===== src/rtl/event_flags_pkg.sv =====
package event_flags_pkg;

  // Register address of the event flag register
  localparam logic [7:0] FLAGS_ADDR = 8'h17;
  // Register address of the second control register (select bit lives here)
  localparam logic [7:0] CTRL2_ADDR = 8'h15;
  // Register address of the interrupt mask register
  localparam logic [7:0] MASK_ADDR = 8'h16;

  // Flag bit positions
  localparam int GO_AHEAD_BIT = 7;
  localparam int RX_END_BIT = 6;
  localparam int TX_DONE_BIT = 5;
  localparam int RX_LAST_BIT = 4;
  localparam int TX_LOW_BIT = 3;
  localparam int ABORT_UNDER_BIT = 2;
  localparam int RX_HIGH_BIT = 1;
  localparam int RX_OVF_BIT = 0;
  // Position of the abort-or-underrun select in control register 2
  localparam int SEL_BIT = 7;

  // Reset values
  localparam logic [7:0] FLAGS_RST = 8'h00;
  localparam logic [7:0] MASK_RST = 8'h00;
  localparam logic [7:0] CTRL2_RST = 8'h00;

  // Least received bits before an abort counts
  localparam logic [4:0] ABORT_MIN_BITS = 5'h1A;

  // Event pulses from receiver, transmitter and FIFOs
  typedef struct packed {
    logic go_ahead;      // Go-ahead pattern seen
    logic rx_tag_wr;     // Packet-end tagged byte written to rx FIFO
    logic tx_done;       // Closing flag sent or packet aborted
    logic rx_last_next;  // Next rx FIFO byte ends a packet
    logic tx_below_low;  // Tx FIFO dropped below low threshold
    logic rx_abort;      // Abort sequence received
    logic tx_empty_rd;   // Transmitter fetched from empty tx FIFO
    logic rx_above_high; // Rx FIFO rose above full threshold
    logic rx_full_wr;    // Receiver wrote to full rx FIFO
    logic rx_flag;       // Flag sequence detected
    logic rx_bit;        // One packet bit received
    logic rx_empty_rd;   // Host read of empty rx FIFO
  } events_t;

  // Whole state of the flag block
  typedef struct packed {
    logic [7:0] flags;   // Sticky event flags
    logic [7:0] mask;    // Interrupt mask
    logic [7:0] ctrl2;   // Control register 2
    logic [4:0] bits;    // Bits of current packet, saturating
    logic rx_en;         // Receiver enabled
    logic irq_n;         // Interrupt pin, active low
    logic [7:0] rdata;   // Read data register
    logic flag_prev;     // Flag level last cycle, for edge detect
  } state_t;

endpackage


===== src/rtl/event_sync.sv =====
`timescale 1ns/1ns
// Two-stage synchroniser for the flag wire from the receiver
module event_sync
  import event_flags_pkg::*;
(
  input wire logic clk_in,  // System clock
  input wire logic rst_in,  // Async reset, high
  input wire logic d_in,    // Asynchronous level
  output logic q_out        // Synchronised level
);
  logic [1:0] sync_ff; // Stage 0 feeds only stage 1

  // Two flops; nothing reads the first but the second
  always_ff @(posedge clk_in or posedge rst_in)
  begin
    if (rst_in)
    begin
      sync_ff <= 2'h0;
    end
    else
    begin
      sync_ff <= {sync_ff[0], d_in};
    end
  end

  assign q_out = sync_ff[1];
endmodule


===== src/rtl/hdlc_event_status_flags.sv =====
`timescale 1ns/1ns
// Contract
// Go-ahead detection sets flag bit 7
// Packet-end byte into rx FIFO sets bit 6
// Closing flag sent or abort sets bit 5
// Last packet byte next sets bit 4
// Reading empty rx FIFO sets bit 4
// Tx FIFO below low threshold sets bit 3
// Select low: abort after 26 bits sets 2
// Select high: tx underrun sets bit 2
// Rx FIFO above full threshold sets bit 1
// Write to full 128-byte FIFO sets 0; code sets it only while rx_en is high
// Overflow disables the receiver
// Next flag re-enables receiver after overflow
// Reading the register clears all flags
// Masked flags recorded but no interrupt
// Mask register clears on reset
// Control 2 bit 7 selects underrun or abort
// Reset clears flags; set beats clearing read
// Flags latch pulses until cleared
module hdlc_event_status_flags
  import event_flags_pkg::*;
(
  input wire logic clk_in,          // System clock, 10 MHz
  input wire logic rst_in,          // Async reset, high
  input wire logic [7:0] addr_in,   // Register address
  input wire logic rd_in,           // Register read strobe, one cycle
  input wire logic wr_in,           // Register write strobe, one cycle
  input wire logic [7:0] wdata_in,  // Write data
  input wire events_t ev_in,        // Event pulses, same clock
  input wire logic flag_pin_in,     // Raw flag-detect level, async
  output logic [7:0] rdata_out,     // Registered read data
  output logic irq_n_out,           // Interrupt, active low
  output logic rx_en_out            // Receiver enable
);
  state_t cur_ff;   // Registered state
  state_t nxt_st;   // Next state
  logic flag_sync;  // Synchronised flag level
  logic [7:0] set_v; // Set terms this cycle
  logic flags_rd;   // Host reads the flag register

  // Flag pin arrives from another domain; two flops before any use
  event_sync i_event_sync (
    .clk_in(clk_in),
    .rst_in(rst_in),
    .d_in(flag_pin_in),
    .q_out(flag_sync)
  );

  // This decode feeds the clear only; read data decodes rd_in and addr_in in its own case
  assign flags_rd = rd_in && (addr_in == FLAGS_ADDR);

  // Next-state logic
  always_comb
  begin
    nxt_st = cur_ff;
    set_v = 8'h00;
    // Go-ahead set
    set_v[GO_AHEAD_BIT] = ev_in.go_ahead;
    // Packet end written
    set_v[RX_END_BIT] = ev_in.rx_tag_wr;
    // Transmit done
    set_v[TX_DONE_BIT] = ev_in.tx_done;
    // Last byte or empty read
    set_v[RX_LAST_BIT] = ev_in.rx_last_next | ev_in.rx_empty_rd;
    // Tx FIFO low
    set_v[TX_LOW_BIT] = ev_in.tx_below_low;
    // Abort or underrun selection
    if (cur_ff.ctrl2[SEL_BIT])
    begin
      set_v[ABORT_UNDER_BIT] = ev_in.tx_empty_rd;
    end
    else
    begin
      // Short frames are noise; abort ignored below threshold
      set_v[ABORT_UNDER_BIT] = ev_in.rx_abort && (cur_ff.bits >= ABORT_MIN_BITS);
    end
    // Rx FIFO high
    set_v[RX_HIGH_BIT] = ev_in.rx_above_high;
    // Overflow only counted while receiving
    set_v[RX_OVF_BIT] = ev_in.rx_full_wr && cur_ff.rx_en;

    // Packet bit count, restarted by flags and aborts
    if (ev_in.rx_flag || ev_in.rx_abort)
    begin
      nxt_st.bits = 5'h00;
    end
    else if (ev_in.rx_bit && (cur_ff.bits != 5'h1F))
    begin
      nxt_st.bits = cur_ff.bits + 5'h01;
    end

    // Read clears, sets win, flags sticky
    if (flags_rd)
    begin
      nxt_st.flags = set_v;
    end
    else
    begin
      nxt_st.flags = cur_ff.flags | set_v;
    end

    // Edge detect looks at the second stage only
    nxt_st.flag_prev = flag_sync;
    // Flag sequence re-enables the receiver
    if (flag_sync && !cur_ff.flag_prev)
    begin
      nxt_st.rx_en = 1'b1;
    end
    // Overflow disables it, stronger than re-enable
    if (set_v[RX_OVF_BIT])
    begin
      nxt_st.rx_en = 1'b0;
    end

    // Register writes
    if (wr_in && (addr_in == MASK_ADDR))
    begin
      nxt_st.mask = wdata_in;
    end
    if (wr_in && (addr_in == CTRL2_ADDR))
    begin
      nxt_st.ctrl2 = wdata_in;
    end

    // Registered read data; unmapped reads give zero
    if (rd_in)
    begin
      unique case (addr_in)
        FLAGS_ADDR: nxt_st.rdata = cur_ff.flags;
        MASK_ADDR: nxt_st.rdata = cur_ff.mask;
        CTRL2_ADDR: nxt_st.rdata = cur_ff.ctrl2;
        default: nxt_st.rdata = 8'h00;
      endcase
    end

    // Only unmasked flags pull the pin low
    nxt_st.irq_n = ~|(nxt_st.flags & nxt_st.mask);
  end

  // State register
  always_ff @(posedge clk_in or posedge rst_in)
  begin
    if (rst_in)
    begin
      // Mask and flags clear
      // Flag pin idles low, so a low history gives no false edge
      cur_ff <= '{flags: FLAGS_RST, mask: MASK_RST, ctrl2: CTRL2_RST, bits: 5'h00,
                  rx_en: 1'b1, irq_n: 1'b1, rdata: 8'h00, flag_prev: 1'b0};
    end
    else
    begin
      cur_ff <= nxt_st;
    end
  end

  assign rdata_out = cur_ff.rdata;
  assign irq_n_out = cur_ff.irq_n;
  assign rx_en_out = cur_ff.rx_en;

  // Clearing read leaves only fresh events
  a_read_clears: assert property (@(posedge clk_in) disable iff (rst_in)
    flags_rd |=> ((cur_ff.flags & ~$past(set_v)) == 8'h00))
    else $error("flags not cleared by read");

  // Event in read cycle survives
  a_set_wins: assert property (@(posedge clk_in) disable iff (rst_in)
    (flags_rd && ev_in.go_ahead) |=> cur_ff.flags[GO_AHEAD_BIT])
    else $error("event lost on read");

  // Flags hold without read
  a_flags_hold: assert property (@(posedge clk_in) disable iff (rst_in)
    !flags_rd |=> ((cur_ff.flags & $past(cur_ff.flags)) == $past(cur_ff.flags)))
    else $error("flag dropped without read");

  // Overflow stops receiver
  a_ovf_disable: assert property (@(posedge clk_in) disable iff (rst_in)
    (ev_in.rx_full_wr && rx_en_out) |=> (!rx_en_out && cur_ff.flags[RX_OVF_BIT]))
    else $error("overflow did not stop receiver");

  // Interrupt pin follows masked flags
  a_irq_mask: assert property (@(posedge clk_in) disable iff (rst_in)
    irq_n_out == ~|(cur_ff.flags & cur_ff.mask))
    else $error("interrupt pin wrong");

  // Early abort ignored
  a_short_abort: assert property (@(posedge clk_in) disable iff (rst_in)
    (ev_in.rx_abort && !cur_ff.ctrl2[SEL_BIT] && cur_ff.bits < ABORT_MIN_BITS
     && !cur_ff.flags[ABORT_UNDER_BIT]) |=> !cur_ff.flags[ABORT_UNDER_BIT])
    else $error("short abort flagged");

  // Abort after enough bits is flagged
  a_long_abort: assert property (@(posedge clk_in) disable iff (rst_in)
    (ev_in.rx_abort && !cur_ff.ctrl2[SEL_BIT] && cur_ff.bits >= ABORT_MIN_BITS)
    |=> cur_ff.flags[ABORT_UNDER_BIT])
    else $error("long abort not flagged");

  // Underrun flagged when selected
  a_underrun: assert property (@(posedge clk_in) disable iff (rst_in)
    (ev_in.tx_empty_rd && cur_ff.ctrl2[SEL_BIT]) |=> cur_ff.flags[ABORT_UNDER_BIT])
    else $error("underrun not flagged");

  // Empty read sets bit 4
  a_empty_read: assert property (@(posedge clk_in) disable iff (rst_in)
    ev_in.rx_empty_rd |=> cur_ff.flags[RX_LAST_BIT])
    else $error("empty read not flagged");

  // Go-ahead always recorded
  a_go_ahead_set: assert property (@(posedge clk_in) disable iff (rst_in)
    ev_in.go_ahead |=> cur_ff.flags[GO_AHEAD_BIT])
    else $error("go-ahead not flagged");

  // Packet end byte recorded
  a_rx_end_set: assert property (@(posedge clk_in) disable iff (rst_in)
    ev_in.rx_tag_wr |=> cur_ff.flags[RX_END_BIT])
    else $error("packet end not flagged");

  // Tx FIFO low recorded
  a_tx_low_set: assert property (@(posedge clk_in) disable iff (rst_in)
    ev_in.tx_below_low |=> cur_ff.flags[TX_LOW_BIT])
    else $error("tx low not flagged");

  // Rx FIFO high recorded
  a_rx_high_set: assert property (@(posedge clk_in) disable iff (rst_in)
    ev_in.rx_above_high |=> cur_ff.flags[RX_HIGH_BIT])
    else $error("rx high not flagged");

  // Flag edge turns the receiver back on unless it overflows again
  a_rx_reenable: assert property (@(posedge clk_in) disable iff (rst_in)
    (flag_sync && !cur_ff.flag_prev && !ev_in.rx_full_wr) |=> rx_en_out)
    else $error("receiver not re-enabled");
endmodule


===== config.mk =====
export PLATFORM = sky130hd
export DESIGN_NAME = hdlc_event_status_flags
export DESIGN_NICKNAME = d
export VERILOG_FILES = /design/src/rtl/event_flags_pkg.sv /design/src/rtl/event_sync.sv /design/src/rtl/hdlc_event_status_flags.sv
export SDC_FILE = /design/constraint.sdc
export NUM_CORES = 1
export LEC_CHECK = 0
export ABC_CLOCK_PERIOD_IN_PS = 5000
export BUFFER_PORTS_ARGS = -buffer_cell sky130_fd_sc_hd__buf_2
export CELL_PAD_IN_SITES_DETAIL_PLACEMENT = 2
export CELL_PAD_IN_SITES_GLOBAL_PLACEMENT = 2
export CORE_MARGIN = 3
export CORE_UTILIZATION = 38
export DETAILED_ROUTE_END_ITERATION = 10
export GPL_ROUTABILITY_DRIVEN = 0
export PLACE_DENSITY_LB_ADDON = 0.3
export SLEW_MARGIN = 30
export SYNTH_ARGS = -nofsm -noshare
export SYNTH_HDL_FRONTEND = slang
export SYNTH_SLANG_ARGS = --single-unit

===== constraint.sdc =====
create_clock -name clk_in -period 5 [get_ports clk_in]
set_clock_uncertainty 0.05 [all_clocks]
set_input_delay 1 -clock clk_in [delete_from_list [all_inputs] [get_ports clk_in]]
set_output_delay 1 -clock clk_in [all_outputs]
set_load 0.1 [all_outputs]

# == Word-level counts from Yosys, hierarchy flattened ==
# Cells that the tools add are included.
# classes
order_cmp,1
n_reduce_logical,13
n_mux,8
n_eq_ne,4
bitwise,3
add_sub_neg,1
# op_table
operator,count
$eq A8 B5 Y1 const B,3
$pmux W8 S3,1
$mux W8,2
$mux W5,2
$and A8 B8 Y8,1
$or A8 B8 Y8,1
$reduce_or A8 Y1,1
$logic_and A1 B1 Y1,7
$add A5 B1 Y5 const B,1
$ge A5 B5 Y1 const B,1
$ne A5 B5 Y1 const B,1
$reduce_bool A2 Y1,2
$mux W1,3
$logic_not A1 Y1,2
$logic_or A1 B1 Y1,1
$or A1 B1 Y1,1
# word_totals
register_bits,42
inputBits,33
word_cells,39
out_inout_bits,10

# == Logic depth before layout (Yosys ltp) ==
# Gate-level depths: netlist of the first run.
# logic_depth
ltp_word,8
mapped_depth,8
mapped_depth_nobuf,7

# == By module ==
# From an unflattened synthesis of the first run, not the netlist that was laid out.
# unflattened
hier_cells,154
hier_area_um2,1944.4
# by_module_without_submodules
module,seq_area_each_um2,n_inst,area_per_inst_um2,cells_each
hdlc_event_status_flags,1003.5,1,1890.6,151
event_sync,50.0,1,53.8,3

# == Worst setup path after synthesis of the first run ==
# Ideal clock, no wire load.
# synth_path
path_kind,input to register
startpoint,input addr_in[5]
endpoint,register cur_ff (netlist bit irq_n_out)
path_slack_ns,2.155
cell_stages,5
t_arrival_ns,2.732
n_path_buf,0
required_time_ns,4.887
setup_time_ns,0.063
path_cell_list,or4b_4 -> nor4_4 -> mux2_2 -> a22oi_2 -> and4_1
# synth_rtl
item,line_no,rtl
"start, declared",hdlc_event_status_flags.sv:26,"input wire logic [7:0] addr_in,"
"end signal, assigned",hdlc_event_status_flags.sv:148,"cur_ff <= '{flags: FLAGS_RST, mask: MASK_RST, ctrl2: CTRL2_RST, bits: 5'h00,"
"end signal, assigned",hdlc_event_status_flags.sv:153,cur_ff <= nxt_st;
"end, declared",hdlc_event_status_flags.sv:36,state_t cur_ff;

==> metrics.txt, run 1 <==
Worst slew margin=0.373; Worst-Skew Late Latency=0.30 ns; syn_area_per_cell=between 10 and 15 sq um; crit start category=input port; hold path startpoint=i_event_sync.sync_ff[0]; CTS Sinks=42; Worst IR Drop VDD=0.131 mV; row count=25; status=finished clean; via-per-instance ratio=~5.2; number of synthesized flops with an enable pin=0; Max Used Layer=met4; clock-pin transition on the worst setup and hold timing paths=0.08 ns; fmax=339 MHz; IO Pins=43; Worst-Margin Slew=0.939 ns; Die ar.=6000 sq um; layout cell share with drive strength beyond 1=0.471; placed cell count=roughly 250; Design Area, Final=between 2000 and 2500 sq um; Met2 Wirelength=2410 um; post-synthesis cell count=152; # DRC=0; minimum clock period=roughly 2.9 ns; Pleak=just over 1 nW; metal3 WL=between 150 and 200 um; synthesized net count=188; Setup WS post-layout=2.05 ns; Worst Path Required=5.20 ns; unrepaired setup endpoints after global routing=false; CTS buffer count=5; Post-synth top flop=dfrtp_1; Synth Register Bits=42; DRT iter0 DRCs=46; Hold WC Path Type=reg -> reg; HPWL Detailed=about 3400 um; htree depth=2; TNS Setup=0 ns; WL final=between 4000 and 5000 um; reg2reg start=cur_ff[11]; Synth-to-Final Area Change=16.6%; Tcrit/Tclk final=0.589; register area share after synthesis=0.543; CTS tree=built; non-filler instance count after layout=between 200 and 300; Slew Viols, Final=0; Vert. Die Dim=77.4 um; PostCTS Resize Cnt=0; fill count=about 500; Ys Warns=0; Cell Area, Placed=2150 sq um; Max clock buf depth=2; initial antenna violation count=0; die span in x=77.4 um; Crit Path Class=in -> reg; Congestion Overflow GR=0; Final Hold Vio Count=0; WP data arrival=about 3.1 ns; total setup buffers inserted after CTS=0; Worst R2R Setup Slack=between 2 and 3 ns; CP Max Fanout=8; number of routed nets with antenna violations=0; Core Box Area=4820 sq um; post-synth cell types=35; DP Worst Slack=1.72 ns; hold buffer count at CTS=0; maximum number of pins on one net before global-route repair=between 40 and 50; Critical Path Start=addr_in[5]; via count=1333; DRT Pass-1 Iters=4; vias in the first global route=1508; routed len/inst=approximately 19 um; Max-Cap Viols=0; Pwr Density=approximately 320 nW/um^2; Total GRT Usage=0.175; Nets=224; Netlist Area Pre-Place=1940 sq um; Crit. End Element=register; WL met1=about 2100 um; port bufs=42; Initial Utilization=0.403; Root Buffer Master=clkbuf_8; global-route wire length before repair=7960 um; CP peak stage delay=0.60 ns; Antenna Cells=0; Final setup violation count=0; FFs w/ async S/R, synth=1.00; Slowest cell on crit path=nor4_4; critical path, cell by cell=buf_2 -> or4b_4 -> nor4_4 -> mux2_2 -> a22oi_2 -> and4_1
-- synth_stat cells (2+ instances only) --
| cell | n | share of area |
|---|---|---|
| mux2_2 | 24 | 0.14 |
| clkbuf_1 | 5 | 0.0097 |
| nor3_1 | 6 | 0.015 |
| a21o_2 | 5 | 0.023 |
| nor2_1 | 2 | 0.0039 |
| nand2b_1 | 2 | 0.0065 |
| buf_4 | 8 | 0.031 |
| dfrtp_1 | 40 | 0.52 |
| dfstp_2 | 2 | 0.027 |
| a22oi_1 | 10 | 0.039 |
| o22ai_1 | 8 | 0.026 |
| mux2i_1 | 2 | 0.010 |
| nand3_1 | 2 | 0.0052 |
| inv_1 | 11 | 0.021 |
| ha_1 | 3 | 0.019 |
| a22oi_2 | 2 | 0.013 |
| xor2_1 | 2 | 0.0090 |
-- logic make-up (layout without fill, tap and decap cells) --
logic type / after synthesis / after routing / share of synthesized area
buf+inv: 25 / 62 / 0.0677
mux: 26 / 26 / 0.150
compound gates: 30 / 30 / 0.123
fa+ha+maj: 3 / 3 / 0.0194
simple gates: 23 / 23 / 0.0839
xor+xnor: 3 / 3 / 0.0136
flops: 42 / 42 / 0.543
-- report_power, final --
group	internal, mW	switching (mW)	total [mW]	leakage, nW
logic	0.0341	0.0600	0.0941	0.454
registers	0.356	0.00876	0.365	0.531
clock network	0.149	0.122	0.271	0.0514
-- area by class of cell --
cell class | count | area [sq um] | area share
Timing Repair Buffer | 43 | 218 | 0.0963
Clock buffer | 6 | 72.6 | 0.0321
Inverter | 11 | 41.3 | 0.0183
Multi-Input combinational cell | 85 | 754 | 0.334
Sequential cell | 42 | 1050 | 0.466
Clock inverter | 2 | 37.5 | 0.0166
Tap cell | 67 | 83.8 | 0.0371
-- flip-flops by register name, summed over array words and instances (netlist names) --
register	flops
rx_en_out	1
rdata_out	8
i_event_sync.sync_ff	2
cur_ff	30
irq_n_out	1
-- per-stage QoR --
stage               hold WS [ns]  utilization  total power [mW]
finish                     0.321        0.469             0.730
global route               0.346        0.469             0.765
CTS                        0.328        0.469             0.739
detailed placement         0.300        0.446             0.466
global placement           0.291        0.446             0.462
floorplan                  0.281            -             0.435
-- cell usage in the layout (no fill, tap or decap), types with 2 or more instances in the layout --
cell type  instances
buf_2             42
dfrtp_1           40
mux2_2            24
inv_1             11
a22oi_1           10
o22ai_1            8
nor3_1             6
a21o_2             5
clkbuf_8           5
ha_1               3
nand2b_1           2
nor2_1             2
xor2_1             2
nand3_1            2
a22oi_2            2
mux2i_1            2
dfstp_2            2
-- path summary, 6_finish.rpt --
path / depth (start not counted) / endpoint
setup / recovery: 6 / irq_n_out
hold / removal: 0 / i_event_sync.sync_ff[1]
setup reg to reg: 7 / cur_ff[14]
hold reg to reg: 0 / i_event_sync.sync_ff[1]
max in group asynchronous: 3 / rx_en_out
min in group asynchronous: 3 / rdata_out[3]
-- critical path, delay by kind of cell --
family	cells	cell delay, ns
AOI/OAI and AO/OA	1	0.22
buffers and inverters	1	0.09
muxes	1	0.44
and+or+nand+nor	3	1.39
-- per-layer routing --
metal  track usage  up-vias
li1              -      614
met1         0.210      683
met4        0.0694        0
met5             0        -
met3        0.0464        6
met2         0.297       30
No activity file was read; power rests on OpenSTA's default activity.
==> run 2, diff against run 1 <==
Settings changed: ABC_CLOCK_PERIOD_IN_PS 5000 to 2700, CORE_UTILIZATION 38 to 32.
Clock period 5 ns to 2.7 ns, I/O delays scaled along.
==> metrics.txt, run 2 (synthesis gave the netlist of run 1 again) <==
Pwr Density=590 nW/um^2; Final Hold Vio Count=0; Tot Pwr=1.35 mW; WL final=around 4900 um; Slew Viols, Final=0; TNS Setup=0 ns; Congestion Overflow GR=0; Worst IR Drop VDD=0.210 mV; Tcrit/Tclk final=0.864; clock-pin transition on the worst setup and hold timing paths=0.09 ns; DP Worst Slack=0.0462 ns; Design Area, Final=2280 sq um; placed cell count=about 260; PostCTS Resize Cnt=0; reg2reg start=cur_ff[11]; routed len/inst=18.8 um; via-per-instance ratio=5.08; R2R Path End=cur_ff[12]; Worst-Margin Slew=~0.68 ns; critical path, cell by cell=buf_2 -> or4b_4 -> or3_1 -> a221o_1 -> a22oi_2 -> and4_1; htree depth=2; Setup WS post-layout=0.368 ns; max reg flops=30; Max clock buf depth=2; Worst-Skew Late Latency=0.29 ns; port bufs=42; Worst R2R Setup Slack=~0.59 ns; status=finished clean; Crit Path Class=in -> reg; IO Pins=43; Final setup violation count=0; DRT Pass-1 Iters=4; CTS tree=built; most frequent cells in the layout=42 x buf_2, 40 x dfrtp_1, 24 x mux2_2; Crit. End Element=register; Core Box Area=5680 sq um; Antenna Cells=0; CP peak stage delay=0.57 ns; layout cell share with drive strength beyond 1=0.482; die span in x=83.9 um; vias in the first global route=1577; Vert. Die Dim=83.9 um; Root Buffer Master=clkbuf_8; Pleak=between 1 and 1.5 nW; Hold Path End=i_event_sync.sync_ff[0]; Nets=~230; commonest non-fill, non-tap cell in the layout=buf_2; HPWL Detailed=3690 um; initial antenna violation count=0; # DRC=0; non-filler instance count after layout=around 260; maximum number of pins on one net before global-route repair=43; CTS Sinks=42; crit start category=input port; Register-to-Register Path Depth=6; Util after Layout=0.402; Worst Path Required=around 2.9 ns; WP data arrival=roughly 2.5 ns; Hold WC Path Type=in -> reg; minimum clock period=2.33 ns; fmax=429 MHz; Total GRT Usage=0.147; global-route wire length before repair=a little over 8000 um; Worst slew margin=0.548; unrepaired setup endpoints after global routing=false; Die ar.=7030 sq um; hold buffer count at CTS=0; hold path cells=1; Fin Hold WS=0.300 ns; hold path startpoint=flag_pin_in; CP Max Fanout=8; Max-Cap Viols=0; fill count=619; Initial Utilization=0.342; Synth-to-Final Area Change=17.6%; number of routed nets with antenna violations=0; CTS buffer count=5; Top reg by flops=cur_ff; row count=27; Slowest cell on crit path=or4b_4; total setup buffers inserted after CTS=0; DRT iter0 DRCs=13; Cell Area, Placed=approximately 2200 sq um; via count=1335
run 2: routing by layer:
metal | wire length [um] | GRT usage | part of all wire
met4 | 44 | 0.0351 | 0.0089
met1 | 2020 | 0.165 | 0.41
met3 | 263 | 0.0494 | 0.053
met5 | 0 | 0 | 0
met2 | 2620 | 0.268 | 0.53
run 2: worst max-delay path by stage:
stage	from	endpoint	slack [ns]	cells after the start
after floorplan	addr_in[5]	irq_n_out	0.32	5
after global placement	addr_in[5]	irq_n_out	0.14	6
after detailed placement	addr_in[5]	irq_n_out	0.05	6
after CTS	addr_in[5]	irq_n_out	0.36	6
after global routing	addr_in[5]	irq_n_out	0.32	6
final	addr_in[5]	irq_n_out	0.37	6
run 2: power breakdown:
part	leakage (nW)	switching (mW)	total, mW	internal [mW]
Sequential	0.531	0.0172	0.677	0.659
Combinational	0.465	0.112	0.175	0.0631
Clock	0.0579	0.222	0.495	0.272
run 2: critical path, delay by kind of cell:
family,cells,cell delay (ns)
simple gates,3,1.31
compound gates,2,0.56
buf+inv,1,0.10
run 2: final cells by class:
cell class	instances	area (sq um)	area share
Sequential cell	42	1050	0.462
Multi-Input combinational cell	85	754	0.331
Timing Repair Buffer	45	233	0.102
Tap cell	72	90.1	0.0395
Clock buffer	5	68.8	0.0302
Inverter	11	41.3	0.0181
Clock inverter	3	40.0	0.0176
